**config.mk**
```make
export PLATFORM = sky130hd
export DESIGN_NAME = cog_core
export DESIGN_NICKNAME = d
export VERILOG_FILES = /design/src/logic/cog_pkg.sv /design/src/logic/cog_tick_gen.sv /design/src/logic/cog_delay_counter.sv /design/src/logic/cog_core.sv
export SDC_FILE = /design/constraint.sdc
export NUM_CORES = 1
export LEC_CHECK = 0
export BUFFER_PORTS_ARGS = -buffer_cell sky130_fd_sc_hd__buf_4
export CAP_MARGIN = 20
export CORE_MARGIN = 2
export CORE_UTILIZATION = 55
export CTS_CLUSTER_SIZE = 24
export DETAILED_ROUTE_END_ITERATION = 7
export GPL_ROUTABILITY_DRIVEN = 0
export HOLD_SLACK_MARGIN = 0.02
export PLACE_DENSITY_LB_ADDON = 0.3
export RECOVER_POWER = 50
export SLEW_MARGIN = 20
export SYNTH_ARGS = -nofsm -noshare
export SYNTH_HDL_FRONTEND = slang
export SYNTH_HIERARCHICAL = 1
export SYNTH_SLANG_ARGS = --single-unit
```
**constraint.sdc**
```tcl
create_clock -name pclk -period 3.2 [get_ports pclk]
set_clock_uncertainty 0.1 [all_clocks]
set_input_delay 0.32 -clock pclk [delete_from_list [all_inputs] [get_ports pclk]]
set_output_delay 0.32 -clock pclk [all_outputs]
set_load 0.02 [all_outputs]
```
**src/logic/cog_pkg.sv**
```systemverilog
// Purpose: shared constants and types of the complementary output block
// Assumes: 32-bit APB, one word per register
// Notes:   counts and offsets are referenced by name only
package cog_pkg;

  // ****************************************
  // register map
  // ****************************************
  localparam logic [7:0] ADDR_CTRL0      = 8'h00;
  localparam logic [7:0] ADDR_CTRL1      = 8'h04;
  localparam logic [7:0] ADDR_RISE_EN    = 8'h08;
  localparam logic [7:0] ADDR_RISE_MODE  = 8'h0c;
  localparam logic [7:0] ADDR_PHASE_RISE = 8'h10;
  localparam logic [7:0] ADDR_BLANK_RISE = 8'h14;
  localparam logic [7:0] ADDR_DB_RISE    = 8'h18;
  localparam logic [7:0] ADDR_DB_FALL    = 8'h1c;

  localparam logic [7:0] CTRL0_MASK = 8'hdf;
  localparam logic [7:0] CTRL1_MASK = 8'hcf;
  localparam logic [7:0] SRC_MASK   = 8'h7f;
  localparam logic [7:0] REG_RESET  = 8'h00;
  localparam int         REG_W      = 8;
  localparam int         INSTR_DIV  = 4;

  // ****************************************
  // encodings and carriers
  // ****************************************
  typedef enum logic [1:0] {
    CS_INSTR = 2'h0,
    CS_SYS   = 2'h1,
    CS_HFOSC = 2'h2,
    CS_RSVD  = 2'h3
  } clk_sel_t;

  typedef enum logic [2:0] {
    MD_STEER = 3'h0,
    MD_SYNC  = 3'h1,
    MD_FWD   = 3'h2,
    MD_REV   = 3'h3,
    MD_HALF  = 3'h4,
    MD_PP    = 3'h5
  } out_mode_t;

  typedef struct packed {
    logic      module_on;
    logic      buffer_load_request;
    logic      unused;
    clk_sel_t  clock_source_sel;
    out_mode_t output_mode_sel;
  } ctrl0_t;

  typedef struct packed {
    logic       rise_deadband_src;
    logic       fall_deadband_src;
    logic [1:0] unused;
    logic [3:0] polarity;
  } ctrl1_t;

  typedef enum logic [2:0] {
    ST_IDLE,
    ST_PHASE,
    ST_RISE_DB,
    ST_ON,
    ST_FALL_DB
  } pwm_state_t;

endpackage : cog_pkg

```
**src/logic/cog_tick_gen.sv**
```systemverilog
// Purpose: generator clock tick from the selected source
// Assumes: hf_osc_tick is a pclk-synchronous one-cycle pulse
// Notes:   reserved select gives no ticks
`timescale 1ns/1ps
`default_nettype none
module cog_tick_gen
  import cog_pkg::*;
(
  input  wire logic     pclk,
  input  wire logic     presetn,
  input  wire logic     clk_en,
  input  wire clk_sel_t sel,
  input  wire logic     hf_osc_tick,
  output logic          tick
);

  logic [1:0] div;
  logic [1:0] next_div;
  logic       next_tick;

  always_comb
  begin
    next_div  = div + 2'h1;
    next_tick = 1'b0;
    case (sel)
      CS_INSTR: next_tick = (div == 2'(INSTR_DIV - 1));
      CS_SYS:   next_tick = 1'b1;
      CS_HFOSC: next_tick = hf_osc_tick;
      default:  next_tick = 1'b0;
    endcase
  end

  always_ff @(posedge pclk or negedge presetn)
  begin
    if (!presetn)
    begin
      div  <= 2'h0;
      tick <= 1'b0;
    end
    else if (clk_en)
    begin
      div  <= next_div;
      tick <= next_tick;
    end
  end

endmodule : cog_tick_gen
`default_nettype wire

```
**src/logic/cog_delay_counter.sv**
```systemverilog
// Purpose: loadable down-counter for phase, blanking and dead band
// Assumes: start wins over counting
// Notes:   done is a one-cycle pulse after the count has run out
`timescale 1ns/1ps
`default_nettype none
module cog_delay_counter #(
  parameter int W = 8
) (
  input  wire logic         pclk,
  input  wire logic         presetn,
  input  wire logic         clk_en,
  input  wire logic         start,
  input  wire logic [W-1:0] load_val,
  input  wire logic         tick,
  output logic              busy,
  output logic              done
);

  logic [W-1:0] cnt;
  logic [W-1:0] next_cnt;
  logic         next_busy;
  logic         next_done;

  always_comb
  begin
    next_cnt  = cnt;
    next_busy = busy;
    next_done = 1'b0;
    if (start)
    begin
      next_cnt  = load_val;
      next_busy = 1'b1;
    end
    else if (busy && cnt == '0)
    begin
      next_busy = 1'b0;
      next_done = 1'b1;
    end
    else if (busy && tick)
      next_cnt = cnt - 1'b1;
  end

  always_ff @(posedge pclk or negedge presetn)
  begin
    if (!presetn)
    begin
      cnt  <= '0;
      busy <= 1'b0;
      done <= 1'b0;
    end
    else if (clk_en)
    begin
      cnt  <= next_cnt;
      busy <= next_busy;
      done <= next_done;
    end
  end

endmodule : cog_delay_counter
`default_nettype wire

```
**src/logic/cog_core.sv**
```systemverilog
// Purpose: control registers and output sequencing of the generator
// Assumes: event sources and fall_event are synchronous to pclk
// Notes:   APB slave answers in the second access cycle
//
// The implementer's own choices: the APB slave port and the address map.
`timescale 1ns/1ps
`default_nettype none
module cog_core
  import cog_pkg::*;
#(
  parameter int CNT_W = 8,
  parameter int SRC_N = 7
) (
  input  wire logic             pclk,
  input  wire logic             presetn,
  input  wire logic             clk_en,
  input  wire logic             psel,
  input  wire logic             penable,
  input  wire logic             pwrite,
  input  wire logic [7:0]       paddr,
  input  wire logic [31:0]      pwdata,
  output logic [31:0]           prdata,
  output logic                  pready,
  output logic                  pslverr,
  input  wire logic [SRC_N-1:0] event_src,
  input  wire logic             fall_event,
  input  wire logic             hf_osc_tick,
  output logic [3:0]            out_pins
);

  // ****************************************
  // registers
  // ****************************************
  ctrl0_t            ctrl0;
  ctrl0_t            next_ctrl0;
  ctrl1_t            ctrl1;
  ctrl1_t            next_ctrl1;
  logic [REG_W-1:0]  rise_src_en;
  logic [REG_W-1:0]  next_rise_src_en;
  logic [REG_W-1:0]  rise_src_mode;
  logic [REG_W-1:0]  next_rise_src_mode;
  logic [CNT_W-1:0]  phase_rise;
  logic [CNT_W-1:0]  next_phase_rise;
  logic [CNT_W-1:0]  blank_rise;
  logic [CNT_W-1:0]  next_blank_rise;
  logic [CNT_W-1:0]  rise_deadband_count;
  logic [CNT_W-1:0]  next_rise_deadband_count;
  logic [CNT_W-1:0]  fall_deadband_count;
  logic [CNT_W-1:0]  next_fall_deadband_count;
  logic [4*CNT_W-1:0] work;
  logic [4*CNT_W-1:0] next_work;
  logic [31:0]       next_prdata;
  logic              next_pready;
  logic              next_pslverr;
  logic              wr;
  logic              xfer;

  function automatic logic mapped(input logic [7:0] a);
    mapped = (a[1:0] == 2'h0) && (a <= ADDR_DB_FALL);
  endfunction : mapped

  assign wr = psel && penable && pready && pwrite;

  always_comb
  begin
    next_ctrl0               = ctrl0;
    next_ctrl1               = ctrl1;
    next_rise_src_en         = rise_src_en;
    next_rise_src_mode       = rise_src_mode;
    next_phase_rise          = phase_rise;
    next_blank_rise          = blank_rise;
    next_rise_deadband_count = rise_deadband_count;
    next_fall_deadband_count = fall_deadband_count;
    next_pready  = psel && penable && !pready;
    next_pslverr = psel && penable && !pready && !mapped(paddr);
    next_prdata  = prdata;
    if (xfer)
      next_ctrl0.buffer_load_request = 1'b0;
    if (wr)
      case (paddr)
        ADDR_CTRL0:      next_ctrl0 = ctrl0_t'(pwdata[7:0] & CTRL0_MASK);
        ADDR_CTRL1:      next_ctrl1 = ctrl1_t'(pwdata[7:0] & CTRL1_MASK);
        ADDR_RISE_EN:    next_rise_src_en = pwdata[7:0] & SRC_MASK;
        ADDR_RISE_MODE:  next_rise_src_mode = pwdata[7:0] & SRC_MASK;
        ADDR_PHASE_RISE: next_phase_rise = pwdata[CNT_W-1:0];
        ADDR_BLANK_RISE: next_blank_rise = pwdata[CNT_W-1:0];
        ADDR_DB_RISE:    next_rise_deadband_count = pwdata[CNT_W-1:0];
        ADDR_DB_FALL:    next_fall_deadband_count = pwdata[CNT_W-1:0];
        default:         next_ctrl0 = next_ctrl0;
      endcase
    if (psel && !penable)
      case (paddr)
        ADDR_CTRL0:      next_prdata = {24'h0, ctrl0};
        ADDR_CTRL1:      next_prdata = {24'h0, ctrl1};
        ADDR_RISE_EN:    next_prdata = {24'h0, rise_src_en};
        ADDR_RISE_MODE:  next_prdata = {24'h0, rise_src_mode};
        ADDR_PHASE_RISE: next_prdata = 32'(phase_rise);
        ADDR_BLANK_RISE: next_prdata = 32'(blank_rise);
        ADDR_DB_RISE:    next_prdata = 32'(rise_deadband_count);
        ADDR_DB_FALL:    next_prdata = 32'(fall_deadband_count);
        default:         next_prdata = 32'h0;
      endcase
    if (!ctrl0.module_on || xfer)
      next_work = {next_phase_rise, next_blank_rise,
                   next_rise_deadband_count, next_fall_deadband_count};
    else
      next_work = work;
  end

  always_ff @(posedge pclk or negedge presetn)
  begin
    if (!presetn)
    begin
      ctrl0               <= ctrl0_t'(REG_RESET);
      ctrl1               <= ctrl1_t'(REG_RESET);
      rise_src_en         <= REG_RESET;
      rise_src_mode       <= REG_RESET;
      phase_rise          <= '0;
      blank_rise          <= '0;
      rise_deadband_count <= '0;
      fall_deadband_count <= '0;
      work                <= '0;
      prdata              <= 32'h0;
      pready              <= 1'b0;
      pslverr             <= 1'b0;
    end
    else if (clk_en)
    begin
      ctrl0               <= next_ctrl0;
      ctrl1               <= next_ctrl1;
      rise_src_en         <= next_rise_src_en;
      rise_src_mode       <= next_rise_src_mode;
      phase_rise          <= next_phase_rise;
      blank_rise          <= next_blank_rise;
      rise_deadband_count <= next_rise_deadband_count;
      fall_deadband_count <= next_fall_deadband_count;
      work                <= next_work;
      prdata              <= next_prdata;
      pready              <= next_pready;
      pslverr             <= next_pslverr;
    end
  end

  // ****************************************
  // timing sources and counters
  // ****************************************
  logic             gen_tick;
  logic             db_tick;
  logic             phase_busy;
  logic             phase_done;
  logic             blank_busy;
  logic             db_done;
  logic             db_start;
  logic [CNT_W-1:0] db_load;
  logic             rise_start;
  logic             fall_start;
  logic             edge_start;
  pwm_state_t       state;
  pwm_state_t       next_state;

  cog_tick_gen u_tick (
    .pclk        (pclk),
    .presetn     (presetn),
    .clk_en      (clk_en),
    .sel         (ctrl0.clock_source_sel),
    .hf_osc_tick (hf_osc_tick),
    .tick        (gen_tick)
  );

  // fast chain approximated by counting on pclk itself
  assign db_tick = (state == ST_FALL_DB) ?
                   (ctrl1.fall_deadband_src || gen_tick) :
                   (ctrl1.rise_deadband_src || gen_tick);
  assign db_start = rise_start || fall_start;
  assign db_load  = fall_start ? work[CNT_W-1:0] : work[2*CNT_W-1:CNT_W];

  cog_delay_counter #(.W(CNT_W)) u_phase (
    .pclk     (pclk),
    .presetn  (presetn),
    .clk_en   (clk_en),
    .start    (edge_start),
    .load_val (work[4*CNT_W-1:3*CNT_W]),
    .tick     (gen_tick),
    .busy     (phase_busy),
    .done     (phase_done)
  );

  cog_delay_counter #(.W(CNT_W)) u_blank (
    .pclk     (pclk),
    .presetn  (presetn),
    .clk_en   (clk_en),
    .start    (rise_start),
    .load_val (work[3*CNT_W-1:2*CNT_W]),
    .tick     (gen_tick),
    .busy     (blank_busy),
    .done     ()
  );

  cog_delay_counter #(.W(CNT_W)) u_db (
    .pclk     (pclk),
    .presetn  (presetn),
    .clk_en   (clk_en),
    .start    (db_start),
    .load_val (db_load),
    .tick     (db_tick),
    .busy     (),
    .done     (db_done)
  );

  // ****************************************
  // event detection and sequencing
  // ****************************************
  logic [SRC_N-1:0] src_q;
  logic             level_rise;
  logic             edge_rise;
  logic             pp_sel;
  logic             next_pp_sel;
  logic             prim;
  logic             comp;
  logic [3:0]       drive;
  logic [3:0]       next_out;

  assign level_rise = |(rise_src_en[SRC_N-1:0] & ~rise_src_mode[SRC_N-1:0]
                        & event_src);
  assign edge_rise  = |(rise_src_en[SRC_N-1:0] & rise_src_mode[SRC_N-1:0]
                        & event_src & ~src_q);
  assign xfer = ctrl0.module_on && ctrl0.buffer_load_request
                && state == ST_IDLE && (level_rise || edge_rise);
  assign edge_start = next_state == ST_PHASE && state != ST_PHASE;
  assign rise_start = next_state == ST_RISE_DB && state != ST_RISE_DB;
  assign fall_start = next_state == ST_FALL_DB && state != ST_FALL_DB;

  always_comb
  begin
    next_state  = state;
    next_pp_sel = pp_sel;
    case (state)
      ST_IDLE:
        if (level_rise)
          next_state = ST_RISE_DB;
        else if (edge_rise)
          next_state = ST_PHASE;
      ST_PHASE:
        if (phase_done)
          next_state = ST_RISE_DB;
      ST_RISE_DB:
        if (db_done)
        begin
          next_state  = ST_ON;
          next_pp_sel = !pp_sel;
        end
      ST_ON:
        if (fall_event && !blank_busy)
          next_state = ST_FALL_DB;
      ST_FALL_DB:
        if (db_done)
          next_state = ST_IDLE;
      default: next_state = ST_IDLE;
    endcase
    if (!ctrl0.module_on)
      next_state = ST_IDLE;
  end

  always_comb
  begin
    prim  = ctrl0.module_on && state == ST_ON;
    comp  = ctrl0.module_on && state == ST_IDLE;
    drive = 4'h0;
    case (ctrl0.output_mode_sel)
      MD_STEER, MD_SYNC: drive = {4{prim}};
      MD_FWD:            drive = {prim, 1'b0, 1'b0, ctrl0.module_on};
      MD_REV:            drive = {1'b0, ctrl0.module_on, prim, 1'b0};
      MD_HALF:           drive = {comp, prim, comp, prim};
      MD_PP:             drive = {2'h0, prim && !pp_sel, prim && pp_sel};
      default:           drive = 4'h0;
    endcase
    next_out = drive ^ ctrl1.polarity;
  end

  always_ff @(posedge pclk or negedge presetn)
  begin
    if (!presetn)
    begin
      state    <= ST_IDLE;
      src_q    <= '0;
      pp_sel   <= 1'b0;
      out_pins <= 4'h0;
    end
    else if (clk_en)
    begin
      state    <= next_state;
      src_q    <= event_src;
      pp_sel   <= next_pp_sel;
      out_pins <= next_out;
    end
  end

  // ****************************************
  // checks
  // ****************************************
  chk_ctrl0_reserved: assert property (@(posedge pclk) disable iff (!presetn)
    (clk_en && psel && !penable && paddr == ADDR_CTRL0) |=> prdata[5] == 1'b0)
    else $error("reserved control bit read as one");
  chk_off_idle: assert property (@(posedge pclk) disable iff (!presetn)
    (clk_en && !ctrl0.module_on) |=> state == ST_IDLE)
    else $error("disabled generator left idle");
  chk_load_clears: assert property (@(posedge pclk) disable iff (!presetn)
    (clk_en && xfer && !(wr && paddr == ADDR_CTRL0))
    |=> !ctrl0.buffer_load_request)
    else $error("load request not cleared after transfer");
  chk_off_direct: assert property (@(posedge pclk) disable iff (!presetn)
    (clk_en && !ctrl0.module_on) |=> work[CNT_W-1:0] == fall_deadband_count)
    else $error("working buffer not following register while off");
  chk_off_polarity: assert property (@(posedge pclk) disable iff (!presetn)
    (clk_en && !ctrl0.module_on) |=> out_pins == $past(ctrl1.polarity))
    else $error("outputs not at inactive level while off");
  chk_level_rise: assert property (@(posedge pclk) disable iff (!presetn)
    (clk_en && ctrl0.module_on && state == ST_IDLE && level_rise)
    |=> state == ST_RISE_DB)
    else $error("level source did not give immediate rising event");
  chk_edge_phase: assert property (@(posedge pclk) disable iff (!presetn)
    (clk_en && ctrl0.module_on && state == ST_IDLE && !level_rise && edge_rise)
    |=> state == ST_PHASE)
    else $error("edge source did not start phase delay");
  chk_no_source: assert property (@(posedge pclk) disable iff (!presetn)
    (clk_en && state == ST_IDLE && rise_src_en == REG_RESET)
    |=> state == ST_IDLE)
    else $error("rising event with no source enabled");
  chk_sys_tick: assert property (@(posedge pclk) disable iff (!presetn)
    (clk_en && ctrl0.clock_source_sel == CS_SYS) |=> gen_tick)
    else $error("system clock select gave no tick");
  chk_fwd_mode: assert property (@(posedge pclk) disable iff (!presetn)
    (clk_en && ctrl0.module_on && ctrl0.output_mode_sel == MD_FWD)
    |=> out_pins[0] == !$past(ctrl1.polarity[0]))
    else $error("forward bridge output A not active");

endmodule : cog_core
`default_nettype wire

```
# Word-level counts from Yosys, hierarchy flattened
# Cells that the tools add are included.
[classes] order_cmp=1 eq_ne=28 muxes=43 addsub=4 n_bitwise=8 n_reduce_logical=65
[op_table] cell="8-bit 2-to-1 mux" count=18
[op_table] cell="8-bit one-hot mux with 8 select lines" count=1
[op_table] cell="7-bit AND" count=5
[op_table] cell="8-bit by 5-bit == test with 1-bit output (second input constant)" count=4
[op_table] cell="8-bit zero test" count=4
[op_table] cell="1-bit logical AND" count=24
[op_table] cell="3-bit AND reduction" count=8
[op_table] cell="8-bit by 1-bit subtractor with 8-bit output (second input constant)" count=3
[op_table] cell="3-bit 2-to-1 mux" count=7
[op_table] cell="4-bit one-hot mux with 5 select lines" count=1
[op_table] cell="8-bit by 4-bit == test with 1-bit output (second input constant)" count=2
[op_table] cell="3-bit by 2-bit == test with 1-bit output (second input constant)" count=5
[op_table] cell="3-bit one-hot mux with 5 select lines" count=1
[op_table] cell="7-bit 2-to-1 mux" count=2
[op_table] cell="7-bit inverter" count=2
[op_table] cell="7-bit OR reduction" count=2
[op_table] cell="3-bit == test (second input constant)" count=4
[op_table] cell="1-bit 2-to-1 mux" count=12
[op_table] cell="2-bit nonzero test" count=6
[op_table] cell="2-bit AND reduction" count=5
[op_table] cell="3-bit by 1-bit == test with 1-bit output (second input constant)" count=3
[op_table] cell="8-bit by 3-bit == test with 1-bit output (second input constant)" count=1
[op_table] cell="8-bit by 5-bit <= comparator with 1-bit output (second input constant)" count=1
[op_table] cell="1-bit zero test" count=6
[op_table] cell="13 further kinds" count=22
[word_totals] register_bits=172 in_bits=55

# Logic depth before layout (Yosys ltp)
[depth] word_depth=13 depth_mapped=11

# Cells and area by module
# Netlist, hierarchy kept.
[by_module_without_submodules] module="cog_core" seq_area_each_um2=2902.8 n_inst=1 cells_per_inst=512 area_each_um2=6084.6
[by_module_without_submodules] module="cog_delay_counter" seq_area_each_um2=250.2 n_inst=3 cells_per_inst=74 area_each_um2=709.4
[by_module_without_submodules] module="cog_tick_gen" seq_area_each_um2=75.1 n_inst=1 cells_per_inst=11 area_each_um2=146.4

# Worst setup path before layout
# Ideal clock, no wire load.
[synth_path] kind="register to register" from="reg state[0]" to="reg u_phase.cnt[3]" path_slack_ps=655 stages_incl_launch_ff=12 synth_period_minus_slack_ps=2545 t_arrival_ps=2316 setup_ps=129 n_path_buf=3 path_cell_list="dfrtp_1 clkbuf_1 nor2b_1 nor2_1 a221oi_1 a31oi_1 nor4b_1 buf_4 clkbuf_1 nor2_1 o31ai_1 o21ai_1"
[synth_via] elab_chain_cells=8 elab_cells_between_ends=20 cone_classes="7 x eq/ne; 9 x mux; 4 x reduce/logical"
[synth_rtl] item="from (decl)" line="cog_core.sv:158" text="pwm_state_t state;"
[synth_rtl] item="from (signal assigned)" line="cog_core.sv:291" text="state <= next_state;"
[synth_rtl] item="3-bit 2-to-1 mux" line="cog_core.sv:241" text="else if (edge_rise)"
[synth_rtl] item="3-bit 2-to-1 mux" line="cog_core.sv:239" text="if (level_rise)"
[synth_rtl] item="3-bit one-hot mux with 5 select lines" line="cog_core.sv:237" text="case (state)"
[synth_rtl] item="3-bit 2-to-1 mux" line="cog_core.sv:260" text="if (!ctrl0.module_on)"
[synth_rtl] item="3-bit by 1-bit == test with 1-bit output" line="cog_core.sv:229" text="assign edge_start = next_state == ST_PHASE && state != ST_PHASE;"
[synth_rtl] item="1-bit logical AND *" line="cog_core.sv:229"
[synth_rtl] item="via edge_start" line="cog_core.sv:157" text="logic edge_start;"
[synth_rtl] item="2-bit != test (no source line) / 2-bit nonzero test (equally long branches)"
[synth_rtl] item="3-bit AND reduction (no source line)"
[synth_rtl] item="to (signal assigned)" line="cog_delay_counter.sv:53" text="cnt <= next_cnt;"
[synth_rtl] item="to (decl)" line="cog_delay_counter.sv:19" text="logic [W-1:0] cnt;"
# Mark *: on every way through the listed nets, which the timed path passes. The rest lies on a longest branch.
# A chain may end at the register's enable or synchronous reset.

# Final worst setup path
[layout_path] from="reg rise_src_mode[2]" to="reg u_blank.cnt[1]"
[layout_via] elab_chain_cells=12 elab_cells_between_ends=18 cone_classes="2 x eq/ne; 5 x mux; 6 x bitwise; 5 x reduce/logical"
[layout_rtl] item="from (decl)" line="cog_core.sv:40" text="logic [REG_W-1:0] rise_src_mode;"
[layout_rtl] item="from (signal assigned)" line="cog_core.sv:132" text="rise_src_mode <= next_rise_src_mode;"
[layout_rtl] item="7-bit AND" line="cog_core.sv:225" text="assign edge_rise = |(rise_src_en[SRC_N-1:0] & rise_src_mode[SRC_N-1:0]"
[layout_rtl] item="7-bit AND (2 in a row)" line="cog_core.sv:226" text="& event_src & ~src_q);"
[layout_rtl] item="7-bit OR reduction" line="cog_core.sv:225"
[layout_rtl] item="3-bit 2-to-1 mux" line="cog_core.sv:241"
[layout_rtl] item="3-bit 2-to-1 mux *" line="cog_core.sv:239"
[layout_rtl] item="3-bit one-hot mux with 5 select lines *" line="cog_core.sv:237"
[layout_rtl] item="3-bit 2-to-1 mux *" line="cog_core.sv:260"
[layout_rtl] item="3-bit by 2-bit == test with 1-bit output *" line="cog_core.sv:230" text="assign rise_start = next_state == ST_RISE_DB && state != ST_RISE_DB;"
[layout_rtl] item="1-bit logical AND *" line="cog_core.sv:230"
[layout_rtl] item="via rise_start" line="cog_core.sv:155" text="logic rise_start;"
[layout_rtl] item="2-bit != test (no source line) / 2-bit nonzero test (equally long branches)"
[layout_rtl] item="3-bit AND reduction (no source line)"
[layout_rtl] item="to (signal assigned)" line="cog_delay_counter.sv:53"
[layout_rtl] item="to (decl)" line="cog_delay_counter.sv:19"
# Marked as above.

==> run_results.csv <==
group,metric,value,unit
outcome,outcome,"finished with violations",
outcome,failed_checks,"capacitance limit, slew limit",
global_route,grt_use_total,26.1,%
synthesis,ys_warn_count,6,
global_route,gr-total-overflow,0,
clocking,root_buffer,"clkbuf_16",
clocking,cts_max_level,4,
power_and_ir_drop,power_switching,0.977,mW
layout,nNetsFinal,854,
worst_setup_path,crit_top_cell,"and4b_1",
job,cap_violations,1,
min_path,hold_class,"input pin to flip-flop",
global_route,grt_pass1_wl,32700,um
power_and_ir_drop,peakVddDrop,0.410,mV
power_and_ir_drop,p_int,3.27,mW
sta,setup_ws,0.244,ns
placement,place_inst,949,
floorplan,core,14600,sq um
layout,fillers,1153,
layout,final_util,63.9,%
sta,fmax,338,MHz
global_route,grt_pass1_vias,6070,
power_and_ir_drop,power.density,453,nW/um^2
floorplan,fp.dieW,127,um
layout,syn_to_final_growth,12.4,%
clocking,clkLatencyLatePin,0.43,ns
placement,dp_slack,0.0648,ns
drt,firstDrtPassIters,5,
clocking,cts_tree,"yes",
worst_setup_path,critPathSlowestCell,"dfrtp_1",
sta,worstMarginPinSlew,1.97,ns
worst_setup_path,cp-start-kind,"flip-flop",
power_and_ir_drop,design_power_total,4.24,mW
worst_setup_path,crit_chain,"and4b_1 > a41oi_1 > and4_1 > nand2_1 > a31oi_1 > and3_1 > nor3_1 > and4b_1 > buf_4 > a2111oi_4 > a21oi_2",
layout,drive_gt1_share,33.7,%
sta,fin_crit_sh,92.4,%
worst_setup_path,path_class,"flip-flop to flip-flop",
placement,portBuffers,44,
drt,vias,6068,
floorplan,io_pins,93,
synthesis,avgSynthCellArea,11.2,sq um
placement,dpl.hpwl,14100,um
synthesis,synth_cells,743,
layout,register_area,3700,sq um
floorplan,design.die.area,16100,sq um
power_and_ir_drop,swShare,23.0,%
drt,drc,0,
layout,stdcell_count,987,
sta,rsz0062_at_grt,"false",
clocking,numClockSinks,148,
clocking,numCtsBuffers,17,
floorplan,rows,44,
sta,setup_viol,0,
power_and_ir_drop,p_leak,4.38,nW
layout,fin_area,9360,sq um
floorplan,initial_core_util,56.8,%
power_and_ir_drop,combPwrFrac,6.3,%
sta,period_needed,2.96,ns
power_and_ir_drop,p_clk_share,48.1,%
drt,detail_route.wl_per_cell,20.3,um
sta,drv_slew,80,
drt,antenna_left,0,
global_route,grt_max_degree,80,
worst_setup_path,crit_fanout,7,
clocking,clkTransAtPathRegs,0.06,ns
layout,n_antenna_cell,0,
sta,holdWs,0.0438,ns
worst_setup_path,worst_path_largest_cell_delay,0.41,ns
floorplan,fp.dieH,127,um
power_and_ir_drop,p_seq_share,45.6,%
worst_setup_path,endpoint_kind,"flip-flop",
sta,hold_violations,0,
placement,dpl-instance-area,8770,sq um
worst_setup_path,worstPathRequired,3.41,ns
drt,routed_wl,20100,um
drt,vias_per_cell,6.15,
worst_setup_path,critPathArrivalTime,3.17,ns
global_route,antenna_found_initial,0,
layout,multi_input_area,4220,sq um
clocking,ctsLongestPathBuffers,2,
sta,finalSetupTns,0,ns
drt,initialDrtViolationCount,445,
synthesis,netlist_area,8320,sq um
sta,slew_headroom,-31.4,%
worst_setup_path,regToRegSetupSlack,0.24,ns
## state kept, by name (all words and copies together), names as in the netlist, 2 cells and up
name                 flops
blank_rise               8
ctrl0                    7
ctrl1                    6
fall_deadband_count      8
out_pins                 4
phase_rise               8
prdata                   8
rise_deadband_count      8
rise_src_en              7
rise_src_mode            7
src_q                    7
state                    3
u_blank/cnt              8
u_db/cnt                 8
u_phase/cnt              8
u_tick/div               2
work                    32
## final timing paths
| kind | startpoint | endpoint | cells after the start |
|---|---|---|---|
| worst max-delay path | rise_src_mode[2] | u_blank/cnt[1] | 11 |
| worst min-delay path | event_src[2] | src_q[2] | 2 |
| worst max register to register | rise_src_mode[2] | u_blank/cnt[1] | 11 |
| worst min register to register | u_tick/div[0] | u_tick/div[0] | 1 |
| max in group asynchronous | presetn | fall_deadband_count[1] | 3 |
| min in group asynchronous | presetn | ctrl0[1] | 2 |
## power by group through the flow
stage | registers, mW | clock network [mW] | logic [mW]
3_3_place_gp | 1.97 | 0 | 0.259
2_1_floorplan | 1.96 | 0 | 0.171
5_1_grt | 1.94 | 2.15 | 0.296
6_report | 1.94 | 2.04 | 0.267
4_1_cts | 1.94 | 2.06 | 0.274
3_5_place_dp | 1.97 | 0 | 0.268
## placed cells by master, fill, tap and decap left out, types with 18 or more instances in the layout
cell,count
a21oi_1,26
buf_4,46
clkbuf_1,18
conb_1,24
dfrtp_1,148
inv_1,28
mux2_2,142
nand2_1,51
nor2_1,39
o21ai_0,19
## timing repair
| item | 4_1_cts | 5_1_grt |
|---|---|---|
| buffers inserted | 0 | 3 |
| setup endpoints to repair | 0 | 13 |
| endpoints found under the hold margin | 82 | 0 |
| hold buffers | 5 | 0 |
| resized for setup | 0 | 3 |
## worst max-delay path, delay by kind of cell (launching register included)
| family | cells | cell delay [ns] |
|---|---|---|
| AO/OA/AOI/OAI | 4 | 0.79 |
| AND/OR/NAND/NOR | 6 | 1.31 |
| buffers and inverters | 1 | 0.21 |
| flip-flops | 1 | 0.41 |
## routing by layer
| layer | up-vias | GRT usage (%) | part of all wire (%) |
|---|---|---|---|
| met5 | - | 0 | 0 |
| met3 | 42 | 6.03 | 5.1 |
| li1 | 2767 | - | - |
| met4 | 0 | 9.76 | 2.5 |
| met2 | 208 | 42.4 | 49 |
| met1 | 3051 | 34.4 | 43 |
## cell type report
type / instances / area share, %
repair buffers: 72 / 5.17
well taps: 184 / 2.46
multi-input cells: 521 / 45.1
clock buffers: 20 / 4.99
flip-flops and latches: 148 / 39.6
inverters: 32 / 1.28
clock inverters: 10 / 1.40
(Power assumes the default switching activity.)
